**src/rtl/ispb_pkg.sv**
```systemverilog
/*
  constants, register map and types for the pulse bridge host controller.
  assumes a 100 MHz system clock and a bridge device placed in the master role.
*/
package ispb_pkg;

  // ****************************************
  // clock and link timing
  // ****************************************
  localparam int CLK_PERIOD_NS = 10;
  localparam int HALF_FAST_NS = 250; // two halves give 0.5 us between latching edges
  localparam int HALF_SLOW_NS = 2500; // two halves give 5 us between latching edges
  localparam int LEAD_NS = 1000; // chip select fall to first latching edge
  localparam int TAIL_NS = 1000; // last latching edge to chip select rise
  localparam int GAP_NS = 2000; // chip select high between frames
  localparam int HALF_FAST_CYC = (HALF_FAST_NS + CLK_PERIOD_NS - 1) / CLK_PERIOD_NS;
  localparam int HALF_SLOW_CYC = (HALF_SLOW_NS + CLK_PERIOD_NS - 1) / CLK_PERIOD_NS;
  localparam int LEAD_CYC = (LEAD_NS + CLK_PERIOD_NS - 1) / CLK_PERIOD_NS;
  localparam int TAIL_CYC = (TAIL_NS + CLK_PERIOD_NS - 1) / CLK_PERIOD_NS;
  localparam int GAP_CYC = (GAP_NS + CLK_PERIOD_NS - 1) / CLK_PERIOD_NS;
  localparam int TMR_W = 16;

  // ****************************************
  // register map
  // ****************************************
  localparam logic [11:0] CTRL_OFS = 12'h000;
  localparam logic [11:0] TXDATA_OFS = 12'h004;
  localparam logic [11:0] RXDATA_OFS = 12'h008;
  localparam logic [11:0] STATUS_OFS = 12'h00C;
  localparam int CTRL_SLOW_BIT = 0;
  localparam int CTRL_PHA_BIT = 1;
  localparam int CTRL_POL_BIT = 2;
  localparam int CTRL_EN_BIT = 3;
  localparam int CTRL_ROLE_BIT = 4;
  localparam int CTRL_LEN_LSB = 8;
  localparam int STATUS_BUSY_BIT = 0;
  localparam int STATUS_DONE_BIT = 1;
  localparam logic [31:0] CTRL_RESET = 32'h0000_1F18; // 32 bits, enable and master role

  // ****************************************
  // types
  // ****************************************
  typedef struct packed {
    logic [4:0] len_m1; // frame length minus one
    logic role; // bridge role select, high is master
    logic en; // keeps the bridge awake
    logic clock_polarity_select; // clock idle level
    logic clock_phase_select; // clock phase
    logic slow; // slow link timing
  } ispb_ctrl_s;

  typedef struct packed {
    logic cs_n;
    logic sck;
    logic mosi;
  } ispb_spi_s;

  typedef enum logic [2:0] {ST_IDLE, ST_LEAD, ST_SHIFT, ST_TAIL, ST_GAP} ispb_state_e;

endpackage // ispb_pkg

```
**src/rtl/ispb_host_ctrl.sv**
```systemverilog
/*
  spi master controller that drives a pulse bridge through its spi and strap pins.
  software reaches the controller over apb; the bridge sits in the master role and
  its data-out toward this block is asynchronous, so it is synchronised first.
*/
// Local design decisions: the APB slave port and the placing of the registers.

// Contract
// RQ1: bridge sends each chip-select change as a long bipolar pulse, halves 120-180 ns.
// RQ2: bridge sends each data bit as a short bipolar pulse, halves 40-60 ns.
// RQ3: latching clock edges at least 0.5 us apart, 5 us in slow mode.
// RQ4: bridge starts a data pulse within 50 ns of a latching edge.
// RQ5: bridge starts a long pulse within 55 ns of a chip-select change.
// RQ6: bridge releases data-out high within 55 ns after chip select rises.
// RQ7: bridge presents returned bit within 55 ns after the non-latching edge.
// RQ8: chip select stays high at least 2.0 us (0.6 us slow clocks) between frames.
// RQ9: wait at least 1 us after last latching edge before raising chip select.
// RQ10: wait at least 1 us after chip select falls before first latching edge.
// RQ11: far bridge makes latching edge 110-185 ns after data pulse, slower in slow mode.
// RQ12: far bridge sends returned bit 115-190 ns after non-latching edge.
// RQ13: far bridge with phase one drives non-latching edge 90-160 ns after select falls.
// RQ14: far bridge sends first returned pulse 200-345 ns after select falls.
// RQ15: far bridge with phase one drives closing latching edge after select rises.
// RQ16: far bridge releases slave data line within 35 ns after select rises.
// RQ17: with enable low the bridge idles after 5.7 ms and wakes within 8 us.
// RQ18: role-select high puts the bridge in the master role, low in slave role.
// RQ19: use slow mode at 200 kHz or less, fast timing above that rate.
// RQ20: receiving bridge decodes pulse polarity into select and data levels.
module ispb_host_ctrl (
  input wire logic clk_sys_i,
  input wire logic reset_n_i,
  input wire logic psel_i,
  input wire logic penable_i,
  input wire logic pwrite_i,
  input wire logic [11:0] paddr_i,
  input wire logic [31:0] pwdata_i,
  output logic [31:0] prdata_o,
  output logic pready_o,
  output logic pslverr_o,
  input wire logic miso_i,
  output logic cs_n_o,
  output logic sck_o,
  output logic mosi_o,
  output logic role_select_o,
  output logic slow_o,
  output logic clock_phase_select_o,
  output logic clock_polarity_select_o,
  output logic enable_o
);

  // ****************************************
  // declarations
  // ****************************************
  ispb_pkg::ispb_ctrl_s ctrl_reg;
  ispb_pkg::ispb_spi_s spi_reg;
  ispb_pkg::ispb_state_e state_reg;
  logic [31:0] tx_reg;
  logic [31:0] rx_reg;
  logic [31:0] txdata_reg;
  logic [ispb_pkg::TMR_W-1:0] tmr_reg;
  logic [5:0] edge_reg;
  logic done_reg;
  logic miso_meta_reg;
  logic miso_sync_reg;
  logic [31:0] prdata_reg;
  logic pready_reg;
  logic pslverr_reg;
  logic apb_fire;
  logic apb_wr;
  logic start;
  logic tmr_zero;
  logic leading;
  logic latch;
  logic last_edge;
  logic [ispb_pkg::TMR_W-1:0] half_cyc;
  logic [5:0] edge_total_m1;

  // ****************************************
  // apb slave
  // ****************************************
  // transfer completes at the edge where pready is high
  assign apb_fire = psel_i & penable_i & pready_reg;
  assign apb_wr = apb_fire & pwrite_i;
  assign start = apb_wr && paddr_i == ispb_pkg::TXDATA_OFS && state_reg == ispb_pkg::ST_IDLE;

  // one wait state, answer on the second access cycle
  always_ff @(posedge clk_sys_i or negedge reset_n_i) begin
    if (!reset_n_i) begin
      pready_reg <= 1'b0;
      pslverr_reg <= 1'b0;
      prdata_reg <= 32'h0000_0000;
    end else begin
      pready_reg <= psel_i & penable_i & ~pready_reg;
      pslverr_reg <= 1'b0;
      prdata_reg <= 32'h0000_0000;
      if (psel_i && penable_i && !pready_reg) begin
        unique case (paddr_i)
          ispb_pkg::CTRL_OFS: prdata_reg <= {19'h0_0000, ctrl_reg.len_m1, 3'h0, ctrl_reg.role,
            ctrl_reg.en, ctrl_reg.clock_polarity_select, ctrl_reg.clock_phase_select, ctrl_reg.slow};
          ispb_pkg::TXDATA_OFS: prdata_reg <= txdata_reg;
          ispb_pkg::RXDATA_OFS: prdata_reg <= rx_reg;
          ispb_pkg::STATUS_OFS: prdata_reg <= {30'h0000_0000, done_reg,
            state_reg != ispb_pkg::ST_IDLE};
          default: pslverr_reg <= 1'b1; // unmapped address
        endcase
      end
    end
  end

  // control register, frozen while a frame runs
  always_ff @(posedge clk_sys_i or negedge reset_n_i) begin
    if (!reset_n_i) begin
      // length field and the five strap bits taken from the reset word
      ctrl_reg <= ispb_pkg::ispb_ctrl_s'({ispb_pkg::CTRL_RESET[ispb_pkg::CTRL_LEN_LSB +: 5],
        ispb_pkg::CTRL_RESET[4:0]});
    end else if (apb_wr && paddr_i == ispb_pkg::CTRL_OFS && state_reg == ispb_pkg::ST_IDLE) begin
      ctrl_reg.slow <= pwdata_i[ispb_pkg::CTRL_SLOW_BIT]; // RQ19
      ctrl_reg.clock_phase_select <= pwdata_i[ispb_pkg::CTRL_PHA_BIT];
      ctrl_reg.clock_polarity_select <= pwdata_i[ispb_pkg::CTRL_POL_BIT];
      ctrl_reg.en <= pwdata_i[ispb_pkg::CTRL_EN_BIT]; // RQ17
      ctrl_reg.role <= pwdata_i[ispb_pkg::CTRL_ROLE_BIT]; // RQ18
      ctrl_reg.len_m1 <= pwdata_i[ispb_pkg::CTRL_LEN_LSB +: 5];
    end
  end

  // transmit word, written only when idle
  always_ff @(posedge clk_sys_i or negedge reset_n_i) begin
    if (!reset_n_i) begin
      txdata_reg <= 32'h0000_0000;
    end else if (start) begin
      txdata_reg <= pwdata_i;
    end
  end

  // done flag: frame end sets, write one clears, set wins
  always_ff @(posedge clk_sys_i or negedge reset_n_i) begin
    if (!reset_n_i) begin
      done_reg <= 1'b0;
    end else if (state_reg == ispb_pkg::ST_TAIL && tmr_zero) begin
      done_reg <= 1'b1;
    end else if (apb_wr && paddr_i == ispb_pkg::STATUS_OFS
                 && pwdata_i[ispb_pkg::STATUS_DONE_BIT]) begin
      done_reg <= 1'b0;
    end
  end

  // ****************************************
  // data-in synchroniser
  // ****************************************
  always_ff @(posedge clk_sys_i or negedge reset_n_i) begin
    if (!reset_n_i) begin
      miso_meta_reg <= 1'b1;
      miso_sync_reg <= 1'b1;
    end else begin
      miso_meta_reg <= miso_i;
      miso_sync_reg <= miso_meta_reg;
    end
  end

  // ****************************************
  // frame sequencer
  // ****************************************
  assign half_cyc = ctrl_reg.slow ? ispb_pkg::TMR_W'(ispb_pkg::HALF_SLOW_CYC - 1)
                                  : ispb_pkg::TMR_W'(ispb_pkg::HALF_FAST_CYC - 1);
  assign edge_total_m1 = {ctrl_reg.len_m1, 1'b1}; // two edges per bit
  assign tmr_zero = tmr_reg == '0;
  assign leading = ~edge_reg[0];
  assign latch = leading ^ ctrl_reg.clock_phase_select;
  assign last_edge = edge_reg == edge_total_m1;

  // state and interval timer
  always_ff @(posedge clk_sys_i or negedge reset_n_i) begin
    if (!reset_n_i) begin
      state_reg <= ispb_pkg::ST_IDLE;
      tmr_reg <= '0;
    end else begin
      unique case (state_reg)
        ispb_pkg::ST_IDLE: if (start) begin
          state_reg <= ispb_pkg::ST_LEAD;
          tmr_reg <= ispb_pkg::TMR_W'(ispb_pkg::LEAD_CYC - 1); // RQ10
        end
        ispb_pkg::ST_LEAD: if (tmr_zero) begin
          state_reg <= ispb_pkg::ST_SHIFT;
          tmr_reg <= half_cyc;
        end else begin
          tmr_reg <= tmr_reg - 1'b1;
        end
        ispb_pkg::ST_SHIFT: if (!tmr_zero) begin
          tmr_reg <= tmr_reg - 1'b1;
        end else if (last_edge) begin
          state_reg <= ispb_pkg::ST_TAIL;
          tmr_reg <= ispb_pkg::TMR_W'(ispb_pkg::TAIL_CYC - 1); // RQ9
        end else begin
          tmr_reg <= half_cyc; // RQ3
        end
        ispb_pkg::ST_TAIL: if (tmr_zero) begin
          state_reg <= ispb_pkg::ST_GAP;
          tmr_reg <= ispb_pkg::TMR_W'(ispb_pkg::GAP_CYC - 1); // RQ8
        end else begin
          tmr_reg <= tmr_reg - 1'b1;
        end
        ispb_pkg::ST_GAP: if (tmr_zero) begin
          state_reg <= ispb_pkg::ST_IDLE;
        end else begin
          tmr_reg <= tmr_reg - 1'b1;
        end
      endcase
    end
  end

  // clock edges, shifting and sampling
  always_ff @(posedge clk_sys_i or negedge reset_n_i) begin
    if (!reset_n_i) begin
      spi_reg <= 3'b111;
      tx_reg <= 32'h0000_0000;
      rx_reg <= 32'h0000_0000;
      edge_reg <= 6'h00;
    end else begin
      unique case (state_reg)
        ispb_pkg::ST_IDLE: begin
          spi_reg.sck <= ctrl_reg.clock_polarity_select;
          spi_reg.cs_n <= 1'b1;
          edge_reg <= 6'h00;
          if (start) begin
            tx_reg <= pwdata_i << (5'h1F - ctrl_reg.len_m1); // msb first, left aligned
            spi_reg.mosi <= pwdata_i[ctrl_reg.len_m1];
            rx_reg <= 32'h0000_0000; // no bits of an earlier frame above the new word
            spi_reg.cs_n <= 1'b0; // select falls as the lead interval begins
          end
        end
        ispb_pkg::ST_SHIFT: if (tmr_zero) begin
          spi_reg.sck <= ~spi_reg.sck;
          edge_reg <= edge_reg + 6'h01;
          if (latch) begin
            rx_reg <= {rx_reg[30:0], miso_sync_reg}; // RQ7
          end else if (edge_reg != 6'h00) begin
            tx_reg <= {tx_reg[30:0], 1'b0};
            spi_reg.mosi <= tx_reg[30];
          end
        end
        ispb_pkg::ST_GAP: begin
          spi_reg.cs_n <= 1'b1; // RQ8
          spi_reg.mosi <= 1'b1;
        end
        default: begin
          spi_reg.cs_n <= (state_reg == ispb_pkg::ST_TAIL && tmr_zero) ? 1'b1 : spi_reg.cs_n;
        end
      endcase
    end
  end

  // ****************************************
  // outputs
  // ****************************************
  assign prdata_o = prdata_reg;
  assign pready_o = pready_reg;
  assign pslverr_o = pslverr_reg;
  assign cs_n_o = spi_reg.cs_n;
  assign sck_o = spi_reg.sck;
  assign mosi_o = spi_reg.mosi;
  assign role_select_o = ctrl_reg.role; // RQ18
  assign slow_o = ctrl_reg.slow;
  assign clock_phase_select_o = ctrl_reg.clock_phase_select;
  assign clock_polarity_select_o = ctrl_reg.clock_polarity_select;
  assign enable_o = ctrl_reg.en;

endmodule // ispb_host_ctrl

```
**config.mk**
```make
export PLATFORM = sky130hd
export DESIGN_NAME = ispb_host_ctrl
export DESIGN_NICKNAME = d
export VERILOG_FILES = /design/src/rtl/ispb_pkg.sv /design/src/rtl/ispb_host_ctrl.sv
export SDC_FILE = /design/constraint.sdc
export NUM_CORES = 1
export LEC_CHECK = 0
export BUFFER_PORTS_ARGS = -buffer_cell sky130_fd_sc_hd__buf_4
export CAP_MARGIN = 40
export CORE_ASPECT_RATIO = 0.5
export CORE_UTILIZATION = 40
export DETAILED_ROUTE_END_ITERATION = 12
export PLACE_DENSITY_LB_ADDON = 0.15
export SYNTH_ARGS = -nofsm -noshare
export SYNTH_HDL_FRONTEND = slang
export SYNTH_SLANG_ARGS = --single-unit
```
**constraint.sdc**
```tcl
create_clock -name clk_sys_i -period 3.2 [get_ports clk_sys_i]
set_clock_uncertainty 0.15 [all_clocks]
set_input_delay 0.16 -clock clk_sys_i [delete_from_list [all_inputs] [get_ports clk_sys_i]]
set_output_delay 0.16 -clock clk_sys_i [all_outputs]
set_load 0.02 [all_outputs]
```
-- Word-level counts from Yosys, hierarchy flattened
Index checks and enable logic that the tools add are counted.
- $add $sub $neg: 3
- shift operators: 1
- reduce and logical (&&, ||, !) cells: 27
- muxes and demuxes: 43
- order comparisons: 1
- bitwise operators: 9
- equal/unequal tests: 18
- operators by type and width (operator ; number):
    two-way mux 32 bit ; 4
    case mux 32 bit (4 select lines) ; 1
    two-way mux 31 bit ; 4
    two-way mux 16 bit ; 5
    case mux 16 bit (5 select lines) ; 1
    case mux 32 bit (2 select lines) ; 1
    case mux 31 bit (2 select lines) ; 1
    << shifter 32 x 5 -> 31 bit ; 1
    == test 12 x 4 -> 1 bit (second input constant) ; 2
    != test 2 bit (second input constant) ; 10
    two-way mux 3 bit ; 6
    logical NOT 16 bit ; 1
    two-way mux 8 bit ; 2
    subtractor 16 x 1 -> 16 bit (second input constant) ; 1
    case mux 3 bit (5 select lines) ; 1
    == test 12 x 3 -> 1 bit (second input constant) ; 1
    logical NOT 12 bit ; 1
    case mux 6 bit (2 select lines) ; 1
    two-way mux 1 bit ; 10
    AND reduction 5 bit ; 2
    logical AND 1 bit ; 9
    nonzero test 3 bit ; 3
    adder 6 x 1 -> 6 bit (second input constant) ; 1
    == test 3 x 2 -> 1 bit (second input constant) ; 2
    21 further kinds ; 31
- word-level logic and storage cells: 123
- output and inout port bits: 42
- input bits: 50
- bits in registers: 170

-- Depth between registers and ports, before layout
Gate-level depths: netlist of the first run.
- depth after elaboration: 7
- depth in mapped cells: 11
- mapped depth without buffers: 8

-- Worst setup path before layout of the first run
No wires, ideal clock.
- path type: reg-to-reg
- from: reg ctrl_reg[6] (netlist bit)
- to: reg tx_reg[15]
- period minus slack after synthesis: 2492 ps
- cell stages (with the launch flop): 8
- arrival: 2216 ps
- slack: 708 ps
- buffers on the path: 2
- path through: dfstp_2 buf_2 buf_2 mux4_2 mux2i_1 a21oi_1 a221oi_1 nor2_1
- word-level cells in the longest chain between the ends: 4
- RTL lines (what ; RTL line ; source):
    from (decl) ; ispb_host_ctrl.sv:54 ; ispb_pkg::ispb_ctrl_s ctrl_reg;
    from (signal assigned) ; ispb_host_ctrl.sv:114 ; ctrl_reg <= ispb_pkg::ispb_ctrl_s'({ispb_pkg::CTRL_RESET[ispb_pkg::CTRL_LEN_LSB +: 5],
    subtractor 5 bit ; ispb_host_ctrl.sv:225 ; tx_reg <= pwdata_i << (5'h1F - ctrl_reg.len_m1);
    << shifter 32 x 5 -> 31 bit ; ispb_host_ctrl.sv:225 ;
    two-way mux 31 bit ; ispb_host_ctrl.sv:224 ; if (start) begin
    case mux 31 bit (2 select lines) ; ispb_host_ctrl.sv:219 ; unique case (state_reg)
    to (signal assigned) ; ispb_host_ctrl.sv:225 ;
    to (signal assigned) ; ispb_host_ctrl.sv:237 ; tx_reg <= {tx_reg[30:0], 1'b0};
    to (decl) ; ispb_host_ctrl.sv:57 ; logic [31:0] tx_reg;
No other way between the ends. The select of a mux whose other input is x is not followed.
A chain may end at the register's enable or synchronous reset.

-- Worst setup path after layout of the first run
- from: reg ctrl_reg[6] (netlist bit)
- to: reg tmr_reg[6] (netlist bit)
- word-level cells in the longest chain between the ends: 4
- RTL lines (what ; RTL line ; source):
    == test 6 bit ; ispb_host_ctrl.sv:169 ; assign last_edge = edge_reg == edge_total_m1;
    two-way mux 8 bit ; ispb_host_ctrl.sv:190 ; end else if (last_edge) begin
    two-way mux 16 bit ; ispb_host_ctrl.sv:188 ; ispb_pkg::ST_SHIFT: if (!tmr_zero) begin
    case mux 16 bit (5 select lines) ; ispb_host_ctrl.sv:177 ; unique case (state_reg)
    to (signal assigned) ; ispb_host_ctrl.sv:180 ; tmr_reg <= ispb_pkg::TMR_W'(ispb_pkg::LEAD_CYC - 1);
    to (signal assigned) ; ispb_host_ctrl.sv:189 ; tmr_reg <= tmr_reg - 1'b1;
    to (signal assigned) ; ispb_host_ctrl.sv:192 ; tmr_reg <= ispb_pkg::TMR_W'(ispb_pkg::TAIL_CYC - 1);
    to (decl) ; ispb_host_ctrl.sv:60 ; logic [ispb_pkg::TMR_W-1:0] tmr_reg;
No other way between the ends.

==> impl_metrics.json, run 1 <==
{
  "r2r-end": "tmr_reg[6]$_DFFE_PN0P_",
  "yosysWarnings": 0,
  "ys_seq_area_share_pct": 45.6,
  "grt_max_degree": 74,
  "syn_avg_cell_area_um2": 9.76,
  "crit_path_end_kind": "flop",
  "clock_latency_ns": 0.45,
  "via_count": 7799,
  "synthMuxAreaShare_pct": 16.7,
  "grt_pass1_vias": 7608,
  "fin_crit_sh_pct": 89.1,
  "fin_crit_ns": 2.85,
  "ys_async_sr_fraction_pct": 100,
  "synth_seq_cells": 170,
  "min_from": "paddr_i[2]",
  "min_path_type": "input pin to flop",
  "layout-drive-gt1-share_pct": 25.1,
  "r2r_slack_ns": 0.35,
  "post-route-drc-count": 0,
  "irDropWorstVdd_uv": 282,
  "relSlewSlack_pct": 41.1,
  "syn_area_um2": 9360,
  "rows": 39,
  "syn_nets": 1012,
  "clock-sinks": 170,
  "n_fill_cell": 2099,
  "cts_buffer_depth": 2,
  "synth_top_family_by_area": "simple AND/OR/NAND/NOR gates",
  "leakage_nw": 4.97,
  "ys_types": 64,
  "powerDensity_nw_per_um2": 414,
  "synth_xor_area_share_pct": 1.68,
  "start_util_pct": 40.9,
  "nets": 1117,
  "die_w_um": 218,
  "slew_violations": 0,
  "drv_cap": 0,
  "first_iter_violations": 666,
  "clkTransAtPathRegs_ns": 0.07,
  "place_hpwl_um": 19100,
  "outcome": "complete, no violations",
  "syn_to_final_growth_pct": 22.0,
  "rsz0062_at_grt": "no",
  "vias_per_cell": 5.64,
  "first_pass_iters": 5,
  "finalPower_mw": 4.72,
  "synth_edf_count": 0,
  "post_cts_resized": 0,
  "die_h_um": 110,
  "worstMarginPinSlew_ns": 0.881,
  "synth_fa_ha_area_share_pct": 0.401,
  "fmax_mhz": 351,
  "grt_pass1_wl_um": 43300,
  "path_class": "flop to flop",
  "critPathRequiredTime_ns": 3.41,
  "dieArea_um2": 24100,
  "n_antenna_cell": 0,
  "synth_compound_gate_area_share_pct": 15.1,
  "ff2ff_path_depth": 8,
  "place_congestion": 0.919,
  "cp-endpoint": "tmr_reg[6]$_DFFE_PN0P_",
  "port_buffers": 91,
  "ys.flop_type": "dfrtp_1",
  "r2r_start": "ctrl_reg[6]$_DFFE_PN1P_",
  "setup_viol": 0,
  "core_um2": 22900,
  "report.final.hold_viol_count": 0,
  "cts_root_buffer": "clkbuf_16",
  "routedWlPerCell_um": 19.7,
  "ant_nets": 0,
  "crit_start": "ctrl_reg[6]$_DFFE_PN1P_",
  "synth_cells": 959,
  "fin_util_pct": 49.9,
  "drt_wl_total_um": 27300,
  "cts_max_level": 4,
  "cts_inserted_buffers": 17,
  "setup_tns_ns": 0,
  "timing.critical_path.arrival_ns": 3.06,
  "globalRouteTotalUtil_pct": 23.9,
  "cts_tree": "done",
  "crit_fanout": 21,
  "io_pins": 92,
  "start_kind": "flop",
  "synthSimpleGateAreaFrac_pct": 16.9,
  "antenna_found_initial": 1,
  "overflow": 0
}
## critical path: stages (launching register included)
cell and delay, ns:
dfstp_2 0.93, buf_12 0.25, xor2_1 0.08, nor4_1 0.38, buf_4 0.20, and2_1 0.17, o211ai_1 0.09, a41o_1 0.29
a211oi_1 0.21
## layer usage
metal / track usage, % / up-vias / wire length, um
met3: 4.69 / 35 / 1250
met5: 0 / - / 19
li1: - / 3671 / -
met4: 8.14 / 2 / 520
met2: 36.7 / 201 / 12200
met1: 33.9 / 3890 / 13300
## cells by family (layout without fill, tap and decap cells)
kind of cell / Yosys count / count (layout)
adder cells (fa/ha/maj): 3 / 3
XOR/XNOR: 18 / 18
multiplexers: 119 / 119
AND/OR/NAND/NOR: 348 / 348
flip-flops: 170 / 170
AO/OA/AOI/OAI: 221 / 221
buffers and inverters: 80 / 198
## cells in the mapped netlist, drive strengths merged, types with 4 or more instances
cell	instances	area, um^2
nor4	13	130
and2	6	37.5
a22oi	32	240
nand2b	5	31.3
nor3	17	95.1
nand4	9	56.3
inv	10	37.5
or3	5	31.3
a21oi	35	179
o21ai	83	415
mux2	65	732
nand3	13	65.1
clkbuf	45	169
mux2i	31	310
dfstp	12	315
buf	25	138
xor2	12	105
nand2	149	559
nor3b	5	37.5
a211oi	5	37.5
dfrtp	158	3950
a221oi	12	111
o22ai	10	62.6
o31ai	6	50.1
xnor2	6	52.6
nand3b	4	30.0
and3	6	37.5
nor2b	4	25.0
a31oi	4	25.0
nor2	105	394
mux4	23	518
o211ai	8	60.1
## timing repair
| item | in CTS | in global routing |
|---|---|---|
| buffers inserted | 0 | 0 |
| endpoints found under the hold margin | 110 | 0 |
| hold buffers | 36 | 0 |
## cells in the final DEF (no fill, tap or decap), types with 5 or more instances in the layout
master	Yosys	final
o31ai_1	5	5
nand2_1	149	149
a21oi_1	34	34
and3_1	6	6
clkbuf_16	0	17
mux4_2	23	23
xnor2_1	6	6
mux2_2	65	65
or3_1	5	5
inv_1	9	9
xor2_1	12	12
o211ai_1	8	8
nand2b_1	5	5
buf_4	1	115
mux2i_1	31	31
dfstp_2	12	12
a221oi_1	11	11
a211oi_1	5	5
nor2_1	105	105
dlygate4sd3_1	0	36
nand4_1	9	9
nor3_1	15	15
dfrtp_1	158	158
o21ai_0	81	81
o22ai_1	10	10
a22oi_1	32	32
nor4_1	8	8
nand3_1	13	12
## area by class of cell
cell class,count,area (um^2),share of cell area [%]
clock buffer,20,467,4.09
clock inverter,12,184,1.61
inverter,10,37.5,0.329
multi-input combinational,709,4760,41.7
sequential,170,4270,37.4
tap,307,384,3.36
timing repair buffer,156,1320,11.5
## power by group
part           total [mW]  internal (mW)  switching, mW
registers            2.16           2.16        0.00462
logic               0.264          0.118          0.146
clock network        2.30           1.38          0.919
## through the flow
step                std cells  setup WS [ns]  hold WS [ns]  cell area (um^2)
floorplan                 959          0.708        -0.286              9360
global placement         1316          0.368        0.0569             10400
detailed placement       1316          0.394        0.0601             10400
CTS                      1384          0.387        0.0331             11400
global route             1384         0.0962        0.0551             11400
finish                   1384          0.348        0.0598             11400
## how the worst min path moves through the flow
| stage | endpoint | depth (start not counted) | slack (ns) |
|---|---|---|---|
| finish | prdata_o[0]$_DFF_PN0_ | 3 | 0.06 |
| global route | prdata_o[0]$_DFF_PN0_ | 3 | 0.06 |
| CTS | prdata_o[0]$_DFF_PN0_ | 3 | 0.03 |
| detailed placement | prdata_o[29]$_DFF_PN0_ | 1 | 0.06 |
| global placement | prdata_o[23]$_DFF_PN0_ | 1 | 0.06 |
| floorplan | clock_phase_select_o$_DFFE_PN0P_ | 0 | -0.29 |
No activity file was read; power rests on OpenSTA's default activity.
==> run 2, diff against run 1 <==
ABC_CLOCK_PERIOD_IN_PS = 3200   (was unset)
REMOVE_ABC_BUFFERS = 1   (was unset)
==> run 2 against run 1 <==
Net effect:
- flip-flop and latch count unchanged
- highest routed layer is now met4
- hold slack worse by 0.013 ns
- non-clock buffer count rose by 2
==> impl_metrics.json, run 2 (synthesis gave the netlist of run 1 again) <==
{
  "die_w_um": 218,
  "globalRouteTotalUtil_pct": 23.1,
  "core_um2": 22900,
  "outcome": "complete, no violations",
  "clock-sinks": 170,
  "cts_buffer_depth": 2,
  "grt_pass1_vias": 7459,
  "crit_path_end_kind": "flop",
  "setup_tns_ns": 0,
  "antenna_found_initial": 0,
  "post-route-drc-count": 0,
  "first_pass_iters": 5,
  "nets": 1119,
  "cts_tree": "done",
  "start_kind": "flop",
  "cpMaxStageDelayCell": "or3_1",
  "min_path_type": "input pin to flop",
  "slew_violations": 0,
  "syn_to_final_growth_pct": 21.8,
  "drt_wl_total_um": 26300,
  "place_hpwl_um": 18300,
  "vias_per_cell": 5.65,
  "timing.critical_path.arrival_ns": 2.94,
  "setup_viol": 0,
  "final_common_cell": "dfrtp_1",
  "report.final.hold_viol_count": 0,
  "powerDensity_nw_per_um2": 403,
  "fin_crit_ns": 2.75,
  "drv_cap": 0,
  "place_congestion": 0.927,
  "cts_root_buffer": "clkbuf_16",
  "fin_crit_sh_pct": 86.1,
  "io_pins": 92,
  "fin_util_pct": 49.8,
  "port_buffers": 91,
  "crit_fanout": 45,
  "worstMarginPinSlew_ns": 0.789,
  "n_antenna_cell": 0,
  "first_iter_violations": 540,
  "layout-drive-gt1-share_pct": 25.2,
  "leakage_nw": 4.97,
  "overflow": 0,
  "holdWs_ns": 0.0469,
  "start_util_pct": 40.9,
  "critPathRequiredTime_ns": 3.39,
  "path_class": "flop to flop",
  "ff2ff_path_depth": 9,
  "grt_pass1_wl_um": 42200,
  "setup_slack_ns": 0.445,
  "clkTransAtPathRegs_ns": 0.07,
  "layout_common_cells": "dfrtp_1, nand2_1, buf_4",
  "dieArea_um2": 24100,
  "irDropWorstVdd_uv": 378,
  "grt_max_degree": 87,
  "clock_latency_ns": 0.46,
  "rows": 39,
  "die_h_um": 110,
  "cts_inserted_buffers": 17,
  "path_delay_family": "simple AND/OR/NAND/NOR gates",
  "fmax_mhz": 363,
  "crit_cells": 9,
  "post-place-ws_ns": 0.427,
  "ant_nets": 0,
  "worstPathCellList": "inv_1, ha_1, nor3b_1, and4_1, a21oi_2, or3_1, buf_12, a221oi_1, nor2_1",
  "routedWlPerCell_um": 19.0,
  "via_count": 7836,
  "relSlewSlack_pct": 47.2,
  "rsz0062_at_grt": "no",
  "max_stage_delay_ns": 0.43,
  "cts_max_level": 4,
  "whs_path_depth": 4,
  "cp.buffers_inverters": 2
}
==> run 2: changes by cell type in the layout (fill, tap and decap cells not counted) <==
cell and delta:
buf_12 +1, buf_2 +1, bufinv_16 -2, clkbuf_8 -3, clkinv_2 +1, clkinv_4 +1, clkinv_8 +2, clkinvlp_4 -1
inv_6 -1, inv_8 +3
==> run 2: layout make-up <==
type,instances,area (um^2)
clock buffers,17,425
repair buffers,158,1340
flip-flops and latches,170,4270
clock inverters,15,188
fillers,2142,11500
multi-input cells,709,4760
inverters,10,37.5
well taps,307,384
==> run 2: path summary, 6_finish.rpt <==
check | start | end | slack, ns
worst max-delay path | tmr_reg[0]$_DFFE_PN0P_ | tx_reg[12]$_DFFE_PN0P_ | 0.45
worst min-delay path | paddr_i[10] | prdata_o[0]$_DFF_PN0_ | 0.05
worst max register to register | tmr_reg[0]$_DFFE_PN0P_ | tx_reg[12]$_DFFE_PN0P_ | 0.45
worst min register to register | miso_meta_reg$_DFF_PN1_ | miso_sync_reg$_DFF_PN1_ | 0.21
max in group asynchronous | reset_n_i | txdata_reg[18]$_DFFE_PN0P_ | 1.93
min in group asynchronous | reset_n_i | pslverr_o$_DFF_PN0_ | 0.06
==> run 2: what timing repair did <==
item,CTS,global route
buffers inserted,0,0
hold buffers,36,0
gates resized for setup,0,0
hold endpoints to repair,96,0
==> run 2: routing by layer <==
layer / part of all wire [%] / routed length (um) / track usage (%) / up-vias
met5: 0 / 0 / 0 / -
met4: 1.6 / 415 / 7.69 / 0
met3: 5.4 / 1420 / 4.61 / 32
met2: 43 / 11400 / 33.6 / 237
met1: 50 / 13100 / 34.0 / 3895
li1: - / - / - / 3672
==> run 2: power by group <==
part           total, mW  switching, mW  internal, mW
Combinational      0.263          0.144         0.119
Clock               2.17          0.990          1.18
Sequential          2.16        0.00466          2.16
Total               4.60           1.14          3.46
==> run 2: tightest hold or removal path, cell delays in order <==
cell and delay, ns:
buf_4 0.08, nor2_1 0.04, and3_1 0.17, and3_1 0.16
==> run 2: through the flow <==
stage | total power [mW] | instance area (um^2) | std cells
after floorplan | 2.27 | 9060 | 889
after global placement | 2.43 | 10400 | 1317
after detailed placement | 2.43 | 10400 | 1318
after CTS | 4.64 | 11400 | 1386
after global routing | 4.74 | 11400 | 1386
final | 4.60 | 11400 | 1386
==> run 3, diff against run 2 <==
CTS_CLUSTER_SIZE = 14   (was unset)
MAX_ROUTING_LAYER = met4   (was unset)
==> run 3 against run 2 <==
Net effect:
- sequential power hardly changed
- clock-buffer cell count rose by 1
- via count fell by 1.0%
- worst setup slack got worse by 0.022 ns
- register-to-register slack got worse by 0.02 ns
- combinational power about the same
- cell area increased by 0.22%
- core utilization is 0.11 points higher
- power grew 0.65%
- highest routed layer unchanged
==> impl_metrics.json, run 3 (synthesis gave the netlist of run 1 again) <==
{
  "max_stage_delay_ns": 0.43,
  "nets": 1123,
  "grt_pass1_wl_um": 43500,
  "start_kind": "flop",
  "report.final.hold_viol_count": 0,
  "clkTransAtPathRegs_ns": 0.07,
  "syn_to_final_growth_pct": 22.1,
  "irDropWorstVdd_uv": 288,
  "final_cells": 1390,
  "cts_root_buffer": "clkbuf_16",
  "final_common_cell": "dfrtp_1",
  "rsz0062_at_grt": "no",
  "crit_fanout": 45,
  "cts_tree": "done",
  "via_count": 7754,
  "min_path_type": "input pin to async pin",
  "post_cts_resized": 0,
  "leakage_nw": 4.98,
  "outcome": "complete, no violations",
  "r2r_slack_ns": 0.42,
  "cts_max_level": 4,
  "fin_util_pct": 50.0,
  "cts_setup_buffers": 0,
  "first_pass_iters": 5,
  "worstMarginPinSlew_ns": 0.890,
  "ant_nets": 0,
  "globalRouteTotalUtil_pct": 24.6,
  "holdWs_ns": 0.00534,
  "crit_path_end_kind": "flop",
  "ff2ff_path_depth": 9,
  "core_um2": 22900,
  "place_congestion": 0.955,
  "layout_common_cells": "dfrtp_1, nand2_1, buf_4",
  "clock-sinks": 170,
  "vias_per_cell": 5.58,
  "relSlewSlack_pct": 40.4,
  "powerDensity_nw_per_um2": 405,
  "io_pins": 92,
  "worstPathCellList": "inv_1, ha_1, nor3b_1, and4_1, a21oi_2, or3_1, buf_12, a221oi_1, nor2_1",
  "die_h_um": 110,
  "start_util_pct": 40.9,
  "place_inst": 1321,
  "fin_crit_ns": 2.78,
  "rows": 39,
  "n_antenna_cell": 0,
  "hold_buffers": 37,
  "die_w_um": 218,
  "place_hpwl_um": 19000,
  "cpMaxStageDelayCell": "or3_1",
  "grt_pass1_vias": 7632,
  "cts_buffer_depth": 2,
  "timing.critical_path.arrival_ns": 2.96,
  "r2r_start": "tmr_reg[0]$_DFFE_PN0P_",
  "cts_inserted_buffers": 17,
  "drt_wl_total_um": 26900,
  "antenna_found_initial": 0,
  "post-route-drc-count": 0,
  "critPathRequiredTime_ns": 3.39,
  "path_class": "flop to flop",
  "port_buffers": 91,
  "drv_cap": 0,
  "fmax_mhz": 360,
  "r2r-end": "tx_reg[9]$_DFFE_PN0P_",
  "slew_violations": 0,
  "routedWlPerCell_um": 19.4,
  "grt_max_degree": 98,
  "first_iter_violations": 588,
  "clock_latency_ns": 0.46,
  "dieArea_um2": 24100,
  "overflow": 0,
  "fin_crit_sh_pct": 86.8,
  "layout-drive-gt1-share_pct": 25.4,
  "setup_viol": 0
}
run 3: power breakdown:
part | switching, mW | internal, mW | total [mW]
logic | 0.142 | 0.119 | 0.261
clock network | 0.998 | 1.20 | 2.20
registers | 0.00481 | 2.16 | 2.16
run 3: metrics by stage:
| step | TNS (ns) | setup WS [ns] | total power, mW | instance area [um^2] |
|---|---|---|---|---|
| final | 0 | 0.423 | 4.63 | 11400 |
| after global routing | 0 | 0.140 | 4.78 | 11400 |
| after CTS | 0 | 0.442 | 4.68 | 11400 |
| after detailed placement | 0 | 0.450 | 2.43 | 10400 |
| after global placement | 0 | 0.461 | 2.43 | 10400 |
| after floorplan | -171.31 | -2.70 | 2.27 | 9060 |
run 3: critical path: cells and delay by family (launching register included):
| family | cells | cell delay [ns] |
|---|---|---|
| buffers and inverters | 2 | 0.29 |
| AO/OA/AOI/OAI | 2 | 0.36 |
| adder cells (fa/ha/maj) | 1 | 0.30 |
| flip-flops | 1 | 0.41 |
| AND/OR/NAND/NOR | 4 | 1.13 |
run 3: routing by layer:
layer / vias to the layer above / part of all wire [%] / global-route usage, %
met1: 3854 / 49 / 34.4
li1: 3686 / - / -
met2: 198 / 44 / 36.2
met3: 16 / 5.5 / 5.13
met5: - / 0 / -
met4: 0 / 0.91 / 6.64
run 3: worst max-delay path by stage:
stage,startpoint,end,slack [ns],cells after the start
6_report,tmr_reg[0]$_DFFE_PN0P_,tx_reg[9]$_DFFE_PN0P_,0.42,9
3_3_place_gp,paddr_i[1],tmr_reg[3]$_DFFE_PN0P_,0.46,7
4_1_cts,tmr_reg[0]$_DFFE_PN0P_,tx_reg[9]$_DFFE_PN0P_,0.44,9
3_5_place_dp,paddr_i[1],tmr_reg[3]$_DFFE_PN0P_,0.45,7
5_1_grt,tmr_reg[0]$_DFFE_PN0P_,tx_reg[9]$_DFFE_PN0P_,0.14,9
2_1_floorplan,state_reg[1]$_DFFE_PN0P_,tx_reg[11]$_DFFE_PN0P_,-2.70,5
run 3: cell type report:
type / count / area [um^2]
timing repair buffer: 162 / 1360
sequential: 170 / 4270
multi-input combinational: 709 / 4760
inverter: 10 / 37.5
tap: 307 / 384
clock buffer: 18 / 439
clock inverter: 14 / 179
fill: 2137 / 11500
